$ cat config.mk
export PLATFORM = sky130hd
export DESIGN_NAME = dcac_core
export DESIGN_NICKNAME = d
export VERILOG_FILES = /design/src/dcac_pkg.sv /design/src/dcac_core.sv
export SDC_FILE = /design/constraint.sdc
export NUM_CORES = 2
export LEC_CHECK = 0
export ABC_AREA = 1
export BUFFER_PORTS_ARGS = -buffer_cell sky130_fd_sc_hd__buf_2
export CAP_MARGIN = 5
export CELL_PAD_IN_SITES_DETAIL_PLACEMENT = 1
export CELL_PAD_IN_SITES_GLOBAL_PLACEMENT = 1
export CORE_ASPECT_RATIO = 1.2
export CORE_MARGIN = 1.5
export CORE_UTILIZATION = 46
export CTS_CLUSTER_SIZE = 28
export DETAILED_ROUTE_END_ITERATION = 10
export GPL_ROUTABILITY_DRIVEN = 1
export MAX_ROUTING_LAYER = met4
export PLACE_DENSITY = 0.92
export SYNTH_ARGS = -nofsm -noshare
export SYNTH_HDL_FRONTEND = slang
export SYNTH_SLANG_ARGS = --single-unit
$ cat constraint.sdc
create_clock -name pclk -period 4.9 [get_ports pclk]
set_input_delay 1.225 -clock pclk [delete_from_list [all_inputs] [get_ports pclk]]
set_output_delay 1.225 -clock pclk [all_outputs]
set_load 0.05 [all_outputs]
$ cat src/dcac_pkg.sv
// constants and types for the four-channel count and address core
package dcac_pkg;
    // register indices; byte address is index times four
    localparam logic [7:0] IDX_CTRL = 8'h00;
    localparam logic [7:0] IDX_FLAGS = 8'h03;
    localparam logic [7:0] IDX_STATE = 8'h04;
    localparam logic [7:0] IDX_STAGING_LOW = 8'h06;
    localparam logic [7:0] IDX_STAGING_HIGH = 8'h07;
    localparam logic [3:0] WIN_FIRST = 4'h1;
    localparam logic [3:0] WIN_LAST = 4'h4;
    localparam logic [3:0] CH_CTRL = 4'h0;
    localparam logic [3:0] CH_ADDR = 4'h2;
    localparam logic [3:0] CH_CNTL = 4'h4;
    localparam logic [3:0] CH_CNTH = 4'h5;
    localparam logic [3:0] CH_REP = 4'h6;
    localparam logic [3:0] CH_SRC0 = 4'h8;
    localparam logic [3:0] CH_SRC1 = 4'h9;
    localparam logic [3:0] CH_SRC2 = 4'hA;
    localparam logic [3:0] CH_DST0 = 4'hC;
    localparam logic [3:0] CH_DST1 = 4'hD;
    localparam logic [3:0] CH_DST2 = 4'hE;
    // field positions
    localparam int CTRL_EN_BIT = 7;
    localparam int CH_EN_BIT = 7;
    localparam int CH_REP_BIT = 5;
    localparam int CH_TRIG_BIT = 4;
    localparam int ERR_BASE = 4;
    // reset values and counts
    localparam logic [15:0] CNT_RST = 16'h0001;
    localparam logic [15:0] CNT_ZERO_RUN = 16'hFFFF;
    localparam logic [7:0] REP_RST = 8'h00;
    // step and reload codes
    localparam logic [1:0] STEP_HOLD = 2'b00;
    localparam logic [1:0] STEP_INC = 2'b01;
    localparam logic [1:0] STEP_DEC = 2'b10;
    localparam logic [1:0] RLD_BLOCK = 2'b01;
    localparam logic [1:0] RLD_BURST = 2'b10;
    localparam logic [1:0] RLD_TRANS = 2'b11;

    typedef enum logic [2:0] {
        DCAC_IDLE = 3'b001,
        DCAC_READ = 3'b010,
        DCAC_WRITE = 3'b100
    } dcac_phase_t;

    typedef struct packed {
        logic req;
        logic we;
        logic [23:0] addr;
        logic [7:0] wdata;
    } dcac_mem_t;

    typedef struct packed {
        logic pready;
        logic pslverr;
        logic [31:0] prdata;
    } dcac_apb_t;

    typedef struct packed {
        logic [7:0] ctrl;
        logic [3:0][7:0] chctl;
        logic [3:0][7:0] addctl;
        logic [3:0][15:0] cnt;
        logic [3:0][15:0] cnt_rld;
        logic [3:0][7:0] rep;
        logic [3:0][23:0] src;
        logic [3:0][23:0] src_init;
        logic [3:0][23:0] dst;
        logic [3:0][23:0] dst_init;
        logic [15:0] temp;
        logic [7:0] flags;
        logic [3:0] pend;
        dcac_phase_t phase;
        logic [1:0] cur;
        logic [7:0] data;
        dcac_mem_t mem;
        dcac_apb_t apb;
    } dcac_state_t;

    function automatic dcac_state_t reset_state();
        dcac_state_t v;
        v = '0;
        v.cnt = {4{CNT_RST}};
        v.cnt_rld = {4{CNT_RST}};
        v.rep = {4{REP_RST}};
        v.phase = DCAC_IDLE;
        return v;
    endfunction

    localparam dcac_state_t ST_RESET = reset_state();
endpackage

$ cat src/dcac_core.sv
// four-channel byte mover: counters, pointers, apb register file
//
// Register access over APB was decided locally.
`timescale 1ns/100ps
//
// Notes on behaviour
// sixteen-bit block byte count per channel
// count drops by one per byte read
// zero count reloads last written value
// count resets to one; zero means 0xFFFF
// repeat counter drops once per block
// repeat count expiry ends the transaction
// repeat count zero repeats without limit
// twenty-four-bit source pointer, byte2 most significant
// source pointer steps by its step mode
// twenty-four-bit target pointer, byte2 most significant
// target pointer steps by its step mode
// count bytes pass through staging register
// pointer bytes pass through staging register
// channel windows at 0x10 to 0x40
// flag register: errors high, done low
// state register: active high, waiting low
// step code fixed while channel active
// pointers reload per block, burst, transaction
// pointer moves one address per byte
// done and error flags stick until cleared
module dcac_core (
    // clock and reset
    input wire logic pclk,
    input wire logic presetn,
    // apb slave
    input wire logic psel,
    input wire logic penable,
    input wire logic pwrite,
    input wire logic [9:0] paddr,
    input wire logic [31:0] pwdata,
    output logic [31:0] prdata,
    output logic pready,
    output logic pslverr,
    // byte memory master
    output logic mem_req,
    output logic mem_we,
    output logic [23:0] mem_addr,
    output logic [7:0] mem_wdata,
    input wire logic [7:0] mem_rdata,
    input wire logic mem_ack,
    input wire logic mem_err
);

    function automatic logic mapped(input logic [7:0] idx);
        logic hit;
        hit = 1'b0;
        if (idx[7:4] == 4'h0)
        begin
            hit = idx == dcac_pkg::IDX_CTRL || idx == dcac_pkg::IDX_FLAGS ||
                  idx == dcac_pkg::IDX_STATE || idx == dcac_pkg::IDX_STAGING_LOW ||
                  idx == dcac_pkg::IDX_STAGING_HIGH;
        end
        else if (idx[7:4] >= dcac_pkg::WIN_FIRST && idx[7:4] <= dcac_pkg::WIN_LAST)
        begin
            hit = idx[3:0] == dcac_pkg::CH_CTRL || idx[3:0] == dcac_pkg::CH_ADDR ||
                  (idx[3:0] >= dcac_pkg::CH_CNTL && idx[3:0] <= dcac_pkg::CH_REP) ||
                  (idx[3:0] >= dcac_pkg::CH_SRC0 && idx[3:0] <= dcac_pkg::CH_SRC2) ||
                  (idx[3:0] >= dcac_pkg::CH_DST0 && idx[3:0] <= dcac_pkg::CH_DST2);
        end
        return hit;
    endfunction

    function automatic logic [23:0] step(input logic [23:0] ptr, input logic [1:0] mode);
        logic [23:0] r;
        r = ptr;
        if (mode == dcac_pkg::STEP_INC)
        begin
            r = ptr + 24'h000001;
        end
        else if (mode == dcac_pkg::STEP_DEC)
        begin
            r = ptr - 24'h000001;
        end
        return r;
    endfunction

    function automatic logic [15:0] load_cnt(input logic [15:0] v);
        return (v == 16'h0000) ? dcac_pkg::CNT_ZERO_RUN : v;
    endfunction

    ////////////////////////////////////////////////////////////////////////
    dcac_pkg::dcac_state_t st;
    dcac_pkg::dcac_state_t next_st;
    logic [3:0] busy;
    logic [7:0] idx;
    logic [1:0] ch;
    logic setup;
    logic access;
    logic wr_acc;

    assign idx = paddr[9:2];
    assign ch = 2'(idx[5:4] - 2'h1);
    assign setup = psel && !penable;
    assign access = psel && penable && st.apb.pready;
    assign wr_acc = access && pwrite && mapped(idx);

    genvar gi;
    generate
        for (gi = 0; gi < 4; gi++)
        begin : g_busy
            assign busy[gi] = st.phase != dcac_pkg::DCAC_IDLE && st.cur == 2'(gi);
        end
    endgenerate

    ////////////////////////////////////////////////////////////////////////
    always_comb
    begin
        logic [1:0] pick;
        logic found;
        logic last;
        logic [1:0] c;
        pick = 2'h0;
        found = 1'b0;
        last = 1'b0;
        next_st = st;
        c = st.cur;

        // apb: answer prepared in setup, writes land at access edge
        next_st.apb.pready = setup;
        if (setup)
        begin
            next_st.apb.pslverr = !mapped(idx);
            next_st.apb.prdata = 32'h0000_0000;
            if (!pwrite && mapped(idx))
            begin
                if (idx[7:4] == 4'h0)
                begin
                    unique case (idx)
                        dcac_pkg::IDX_CTRL: next_st.apb.prdata[7:0] = st.ctrl;
                        dcac_pkg::IDX_FLAGS: next_st.apb.prdata[7:0] = st.flags;
                        dcac_pkg::IDX_STATE: next_st.apb.prdata[7:0] = {busy, st.pend};
                        dcac_pkg::IDX_STAGING_LOW: next_st.apb.prdata[7:0] = st.temp[7:0];
                        default: next_st.apb.prdata[7:0] = st.temp[15:8];
                    endcase
                end
                else
                begin

                    unique case (idx[3:0])
                        dcac_pkg::CH_CTRL:
                        begin
                            next_st.apb.prdata[7:0] = st.chctl[ch];
                            next_st.apb.prdata[dcac_pkg::CH_TRIG_BIT] = st.pend[ch];
                        end
                        dcac_pkg::CH_ADDR: next_st.apb.prdata[7:0] = st.addctl[ch];
                        dcac_pkg::CH_CNTL:
                        begin
                            next_st.apb.prdata[7:0] = st.cnt[ch][7:0];
                            next_st.temp[7:0] = st.cnt[ch][15:8];
                        end
                        dcac_pkg::CH_CNTH: next_st.apb.prdata[7:0] = st.temp[7:0];
                        dcac_pkg::CH_REP: next_st.apb.prdata[7:0] = st.rep[ch];
                        dcac_pkg::CH_SRC0:
                        begin
                            next_st.apb.prdata[7:0] = st.src[ch][7:0];
                            next_st.temp = st.src[ch][23:8];
                        end
                        dcac_pkg::CH_SRC1: next_st.apb.prdata[7:0] = st.temp[7:0];
                        dcac_pkg::CH_SRC2: next_st.apb.prdata[7:0] = st.temp[15:8];
                        dcac_pkg::CH_DST0:
                        begin
                            next_st.apb.prdata[7:0] = st.dst[ch][7:0];
                            next_st.temp = st.dst[ch][23:8];
                        end
                        dcac_pkg::CH_DST1: next_st.apb.prdata[7:0] = st.temp[7:0];
                        default: next_st.apb.prdata[7:0] = st.temp[15:8];
                    endcase
                end
            end
        end

        if (wr_acc)
        begin
            if (idx[7:4] == 4'h0)
            begin
                unique case (idx)
                    dcac_pkg::IDX_CTRL: next_st.ctrl = pwdata[7:0];
                    dcac_pkg::IDX_FLAGS: next_st.flags = st.flags & ~pwdata[7:0];
                    dcac_pkg::IDX_STATE: next_st.ctrl = st.ctrl;
                    dcac_pkg::IDX_STAGING_LOW: next_st.temp[7:0] = pwdata[7:0];
                    default: next_st.temp[15:8] = pwdata[7:0];
                endcase
            end
            else
            begin
                unique case (idx[3:0])
                    dcac_pkg::CH_CTRL:
                    begin
                        next_st.chctl[ch] = pwdata[7:0];
                        next_st.chctl[ch][dcac_pkg::CH_TRIG_BIT] = 1'b0;
                        if (pwdata[dcac_pkg::CH_TRIG_BIT] && pwdata[dcac_pkg::CH_EN_BIT])
                        begin
                            next_st.pend[ch] = 1'b1;
                        end
                    end
                    dcac_pkg::CH_ADDR:
                    begin
                        if (!busy[ch])
                        begin
                            next_st.addctl[ch] = pwdata[7:0];
                        end
                    end
                    dcac_pkg::CH_CNTL: next_st.temp[7:0] = pwdata[7:0];
                    dcac_pkg::CH_CNTH:
                    begin
                        next_st.cnt[ch] = {pwdata[7:0], st.temp[7:0]};
                        next_st.cnt_rld[ch] = {pwdata[7:0], st.temp[7:0]};
                    end
                    dcac_pkg::CH_REP: next_st.rep[ch] = pwdata[7:0];
                    dcac_pkg::CH_SRC0: next_st.temp[7:0] = pwdata[7:0];
                    dcac_pkg::CH_SRC1: next_st.temp[15:8] = pwdata[7:0];
                    dcac_pkg::CH_SRC2:
                    begin
                        next_st.src[ch] = {pwdata[7:0], st.temp};
                        next_st.src_init[ch] = {pwdata[7:0], st.temp};
                    end
                    dcac_pkg::CH_DST0: next_st.temp[7:0] = pwdata[7:0];
                    dcac_pkg::CH_DST1: next_st.temp[15:8] = pwdata[7:0];
                    default:
                    begin
                        next_st.dst[ch] = {pwdata[7:0], st.temp};
                        next_st.dst_init[ch] = {pwdata[7:0], st.temp};
                    end
                endcase
            end
        end

        ////////////////////////////////////////////////////////////////////
        // engine: read a byte, write it, step, count
        unique case (st.phase)
            dcac_pkg::DCAC_IDLE:
            begin
                for (int i = 3; i >= 0; i--)
                begin
                    if (st.pend[i] && st.chctl[i][dcac_pkg::CH_EN_BIT])
                    begin
                        pick = 2'(i);
                        found = 1'b1;
                    end
                end
                if (found && st.ctrl[dcac_pkg::CTRL_EN_BIT])
                begin
                    next_st.cur = pick;
                    next_st.pend[pick] = 1'b0;
                    next_st.cnt[pick] = load_cnt(next_st.cnt[pick]);
                    next_st.phase = dcac_pkg::DCAC_READ;
                end
            end
            dcac_pkg::DCAC_READ:
            begin
                if (mem_ack && mem_err)
                begin
                    next_st.flags[dcac_pkg::ERR_BASE + c] = 1'b1;
                    next_st.chctl[c][dcac_pkg::CH_EN_BIT] = 1'b0;
                    next_st.phase = dcac_pkg::DCAC_IDLE;
                end
                else if (mem_ack)
                begin
                    next_st.data = mem_rdata;
                    next_st.cnt[c] = st.cnt[c] - 16'h0001;
                    next_st.src[c] = step(st.src[c], st.addctl[c][5:4]);
                    if (st.addctl[c][7:6] == dcac_pkg::RLD_BURST)
                    begin
                        next_st.src[c] = st.src_init[c];
                    end
                    next_st.phase = dcac_pkg::DCAC_WRITE;
                end
            end
            dcac_pkg::DCAC_WRITE:
            begin
                if (mem_ack && mem_err)
                begin
                    next_st.flags[dcac_pkg::ERR_BASE + c] = 1'b1;
                    next_st.chctl[c][dcac_pkg::CH_EN_BIT] = 1'b0;
                    next_st.phase = dcac_pkg::DCAC_IDLE;
                end
                else if (mem_ack)
                begin
                    next_st.dst[c] = step(st.dst[c], st.addctl[c][1:0]);
                    if (st.addctl[c][3:2] == dcac_pkg::RLD_BURST)
                    begin
                        next_st.dst[c] = st.dst_init[c];
                    end
                    next_st.phase = dcac_pkg::DCAC_READ;
                    if (st.cnt[c] == 16'h0000)
                    begin
                        next_st.cnt[c] = load_cnt(st.cnt_rld[c]);
                        if (st.rep[c] != 8'h00)
                        begin
                            next_st.rep[c] = st.rep[c] - 8'h01;
                        end

                        last = !st.chctl[c][dcac_pkg::CH_REP_BIT] || st.rep[c] == 8'h01;
                        if (st.addctl[c][7:6] == dcac_pkg::RLD_BLOCK ||
                            (last && st.addctl[c][7:6] == dcac_pkg::RLD_TRANS))
                        begin
                            next_st.src[c] = st.src_init[c];
                        end
                        if (st.addctl[c][3:2] == dcac_pkg::RLD_BLOCK ||
                            (last && st.addctl[c][3:2] == dcac_pkg::RLD_TRANS))
                        begin
                            next_st.dst[c] = st.dst_init[c];
                        end
                        if (last)
                        begin
                            next_st.flags[c] = 1'b1;
                            next_st.chctl[c][dcac_pkg::CH_EN_BIT] = 1'b0;
                            next_st.phase = dcac_pkg::DCAC_IDLE;
                        end
                    end
                end
            end
        endcase

        next_st.mem.req = next_st.phase != dcac_pkg::DCAC_IDLE;
        next_st.mem.we = next_st.phase == dcac_pkg::DCAC_WRITE;
        next_st.mem.addr = next_st.mem.we ? next_st.dst[next_st.cur] : next_st.src[next_st.cur];
        next_st.mem.wdata = next_st.data;
    end

    always_ff @(posedge pclk or negedge presetn)
    begin
        if (!presetn)
        begin
            st <= dcac_pkg::ST_RESET;
        end
        else
        begin
            st <= next_st;
        end
    end

    assign prdata = st.apb.prdata;
    assign pready = st.apb.pready;
    assign pslverr = st.apb.pslverr;
    assign mem_req = st.mem.req;
    assign mem_we = st.mem.we;
    assign mem_addr = st.mem.addr;
    assign mem_wdata = st.mem.wdata;

    ////////////////////////////////////////////////////////////////////////
    // checks
    logic [15:0] cur_cnt;
    logic [23:0] cur_src;
    logic [23:0] cur_dst;
    logic block_end;
    assign cur_cnt = st.cnt[st.cur];
    assign cur_src = st.src[st.cur];
    assign cur_dst = st.dst[st.cur];
    assign block_end = st.phase == dcac_pkg::DCAC_WRITE && mem_ack && !mem_err &&
                       cur_cnt == 16'h0000 && !wr_acc;
endmodule

==> out/metrics.cfg, run 1 <==
[synth]
synth_top_area_share_pct = 31.25
async_flop_share_pct = 100.0
synth_area_leader_cell = dfrtp_1
yosys_warnings = 0
synth-seq-cells = 689
yosysUniqueCellTypes = 68
seq_area_frac_synth_pct = 31.68
yosys-top-cells-area = dfrtp_1 31%, nand2_1 21%, o21ai_0 13%, nand3_1 6.2%, inv_1 4.7%
synthFlopType = dfrtp_1
syn_inst = 8990
avgSynthCellArea_um2 = 6.058
synth_edf_count = 0
syn-cell-area_um2 = 54460

[run_status]
status = aborted with a tool error
stop_stage = global routing (5_1_grt)
firstError = [ERROR GRT-0232] Routing congestion too high. Check the congestion heatmap in the GUI.

[grt]
grt-ovfl-total = 654
grt_usage_pct = 80.77
grt_max_degree = 132

[floorplan]
io_pins = 125
rows = 138
die_w_um = 317.1
die_h_um = 379.9
initial_core_util_pct = 46.25

[clocking]
cts.sinks = 689
post_cts_resized = 8
root_buffer = clkbuf_16
htree_levels = 3
numCtsBuffers = 81
clk_path_buf_depth = 3
ctsHoldBuffers = 0
post_cts_buffers = 0

[sta]
grt_worst_setup_endpoint = mem_addr[19]$_DFF_PN0_/D
worst-ep-kind = register data pin

[placement]
dp_hpwl_um = 221000
gp_congestion = 1.162
place_inst = 10420
port_buffers = 74

==> through the flow <==
step                      cell area (um2)  setup WS (ps)  setup TNS, ps  util, %
after floorplan                     54540          125.3              0        -
after global placement              58110          88.74              0    49.35
after detailed placement            58110         -161.6         -806.2    49.35
after CTS                           60970          8.029              0    51.78
==> layer usage <==
| layer | GRT overflow | track usage (%) |
|---|---|---|
| met5 | - | - |
| met4 | 235 | 75.14 |
| met3 | 82 | 74.43 |
| met2 | 275 | 89.30 |
| met1 | 62 | 79.70 |
==> Yosys cell counts, types with 9 or more instances <==
cell / number
buf_4: 73
o22ai_1: 72
nand2_2: 10
a211oi_1: 9
a21oi_1: 434
o21a_1: 17
o221ai_1: 9
buf_1: 56
o211ai_1: 59
buf_2: 109
clkbuf_1: 388
o31ai_1: 16
nand3b_1: 14
o21ai_0: 1370
or2_2: 37
inv_1: 683
inv_2: 16
a21o_1: 9
o21ai_1: 130
nand3_1: 672
a32o_1: 14
dfrtp_1: 680
nand2_1: 3095
a22oi_1: 33
ha_1: 12
dfstp_2: 9
nor2_1: 623
buf_6: 22
nor3_1: 45
nor2_2: 28
clkinv_1: 18
xor2_1: 24
nand4_1: 64
a221oi_1: 26
==> kinds of logic after synthesis <==
kind of cell    count (synthesis)  synth area share, %
compound gates               2257                22.30
xor+xnor                       29               0.4664
fa+ha+maj                      12               0.2757
buf+inv                      1367                10.49
flops                         689                31.68
other cells                     1             0.006886
simple gates                 4635                34.78
==> run 2, diff against run 1 <==
Settings changed: CELL_PAD_IN_SITES_DETAIL_PLACEMENT 1 to unset, CELL_PAD_IN_SITES_GLOBAL_PLACEMENT 1 to unset, CORE_ASPECT_RATIO 1.2 to unset, CORE_UTILIZATION 46 to 40, CTS_CLUSTER_SIZE 28 to unset, MAX_ROUTING_LAYER met4 to unset, PLACE_DENSITY 0.92 to unset, PLACE_DENSITY_LB_ADDON set to 0.15.
==> run 2 against run 1 <==
Compared with the run above: the flow now finishes without violations; area after synthesis unchanged; synthesized cell count did not move.
==> out/metrics.cfg, run 2 <==
[worst_setup_path]
crit_type = reg -> reg
cpPeakStageDelay_ps = 600
reg2reg_depth = 23
crit_path_max_fanout = 9
path_common_cell = nand2_1
slowest_stage = nor2_4
timing.rr.end = mem_addr[9]
crit_path_start_kind = flop
crit_chain = inv_4 > nor2_4 > buf_4 > nand2_1 > nand4_1 > nand2_1 > nor2_1 > nand3_2 > nor2_4 > nand4_2 > buf_4 > nor2_1 > buf_4 > nand2_1 > nand2_1 > nor2_1 > nand2_1 > nand2_1 > nand2_1 > nand2_1 > nand2_1 > nand2_1 > nand2_1
crit_path_end_kind = flop
cp_num_buf_inv = 4
reg2reg_from = st[76]
r2r_setup_slack_ps = 110
cp.arrival_ps = 5450
worstPathRequired_ps = 5570
cp_top_family = simple AND/OR/NAND/NOR gates

[layout]
multi_input_area_um2 = 31840
layout_common_cells = 3086 x nand2_1, 1369 x o21ai_0, 679 x buf_4, 678 x inv_1, 678 x dfrtp_1
fin_nets = 9361
fin_area_um2 = 64450
area_growth_pct = 18.36
seqCellArea_um2 = 17260
layout-drive-gt1-share_pct = 12.53
final_cells = 11154
fillers = 14214
mostFrequentLayoutCell = nand2_1

[route]
drt_wl_total_um = 311000
postRouteAntennaNets = 0
num_vias = 67733
drcViolationCount = 0
dr.first_iter.drc_count = 10119
routed_via_density = 6.073
wl_per_cell_um = 27.88
dr.pass1.iters = 7

[synth]
synth_edf_count = 0  ; unchanged
seq_area_frac_synth_pct = 31.68  ; unchanged
synthFlopType = dfrtp_1
synth_top_area_share_pct = 31.25  ; unchanged
synth_area_leader_cell = dfrtp_1
syn_inst = 8990  ; unchanged
yosys-top-cells-area = dfrtp_1 31%, nand2_1 21%, o21ai_0 13%, nand3_1 6.2%, inv_1 4.7%
synth_common_cells = 3095 x nand2_1, 1370 x o21ai_0, 683 x inv_1
yosysUniqueCellTypes = 68  ; unchanged
avgSynthCellArea_um2 = 6.058  ; unchanged
synth-seq-cells = 689  ; unchanged
yosys_warnings = 0  ; unchanged
syn-cell-area_um2 = 54460  ; unchanged
async_flop_share_pct = 100.0  ; unchanged
synth_most_common_cell = nand2_1

[job]
cap_violations = 0

[placement]
pre_cts_ws_ps = 92.15  ; +253.8 ps
dp_hpwl_um = 218500  ; -1.1%
place_inst = 10974  ; +5.3%
port_buffers = 74  ; unchanged
placedInstanceArea_um2 = 61060  ; +5.1%
gp_congestion = 1.033  ; -11%

[grt]
grt-ovfl-total = 0
grt_usage_pct = 44.11
grt_first_pass_wirelength_um = 440500
antenna_found_initial = 23
grt_pass1_vias = 60926
grt_max_degree = 117

[sta]
fin_crit_sh_pct = 97.69
hold_viol = 0
slew_viol_final = 0
tightest_slew_ps = 1331
worst_slack_ps = 113.2
min_period_ps = 4787
setup_viol = 0
finalSetupTns_ps = 0
rsz0062_at_grt = no
finalClockSkew_ps = 56.31
max_freq_mhz = 208.9
slew_headroom_pct = 10.95

[floorplan]
die_w_um = 372.0  ; +17%
rows = 135  ; -2.2%
io_pins = 125  ; unchanged
design.die.area_um2 = 138400
core_um2 = 135300
die_h_um = 372.0  ; -2.1%
initial_core_util_pct = 40.25  ; -6.0 points

[worst_hold_path]
hold_path.class = reg -> reg
hold_depth = 2
min_to = mem_wdata[6]
hp-start = mem_wdata[6]

[clocking]
cts.sinks = 689  ; unchanged
root_buffer = clkbuf_16
ctsHoldBuffers = 0  ; unchanged
insertion_delay_ps = 770
clk_path_buf_depth = 3  ; unchanged
tritoncts = yes
path_clk_slew_ps = 60
numCtsBuffers = 91  ; +12%
htree_levels = 3  ; unchanged

[power]
p_leak_uw = 0.03198
ir_drop_uv = 291.7
power.density_nw_per_um2 = 403.1

[run_status]
status = finished, final reports clean

run 2: cell counts after synthesis:
Identical to the previous run, type by type.
run 2: worst max path at each step:
stage,startpoint,endpoint,slack [ps],cells after the start
finish,st[76],mem_addr[9],110,23
global route,st[77],mem_addr[11],20,23
floorplan,paddr[6],mem_addr[21],130,27
global placement,st[76],mem_addr[3],90,20
CTS,st[76],mem_addr[3],90,20
detailed placement,st[76],mem_addr[3],90,17
run 2: through the flow:
step                hold slack (ps)  total power, uW  util [%]
floorplan                     442.2            13470         -
global placement              450.2            17900     45.13
detailed placement            458.4            18010     45.13
CTS                           471.8            25500     47.56
global route                  489.7            27110     47.62
finish                        464.4            25980     47.64
run 2: power breakdown:
group          switching, uW  internal [uW]  leakage (uW)  total, uW
clock                   3080           4420       0.00161       7500
sequential               983           6480       0.00872       7460
combinational           7570           3450        0.0217      11000
run 2: area by class of cell:
type	count	share of cell area [%]
Clock inverter	42	1.072
Clock buffer	125	4.026
Multi-Input combinational cell	6957	49.40
Tap cell	1781	3.457
Sequential cell	689	26.78
Inverter	719	4.232
Timing Repair Buffer	834	11.00
Antenna cell	7	0.02718
run 2: timing repair:
action	CTS	global route
gates resized for setup	0	10
buffers inserted	0	5
setup endpoints to repair	0	29
run 2: cells by family (layout without fill, tap and decap cells):
family / Yosys count / in the layout / share of synthesized area, %
compound gates: 2257 / 2257 / 22.30
xor+xnor: 29 / 29 / 0.4664
fa+ha+maj: 12 / 12 / 0.2757
buf+inv: 1367 / 1720 / 10.49
flops: 689 / 689 / 31.68
other cells: 1 / 31 / 0.006886
simple gates: 4635 / 4635 / 34.78
run 2: worst min-delay path, cell delays in order (launching register included):
cell	delay (ps)
dfrtp_1	330
nand2_1	50
nand2_1	50
run 2: routing by layer:
layer | part of all wire, % | vias to the layer above | global-route usage, %
met1 | 37 | 31711 | 55.49
met2 | 40 | 4727 | 62.80
met5 | 0.046 | - | 0
met4 | 9.0 | 22 | 32.51
met3 | 14 | 1291 | 14.30
li1 | - | 29982 | -
Note: power is estimated with default switching activity, not from simulation.
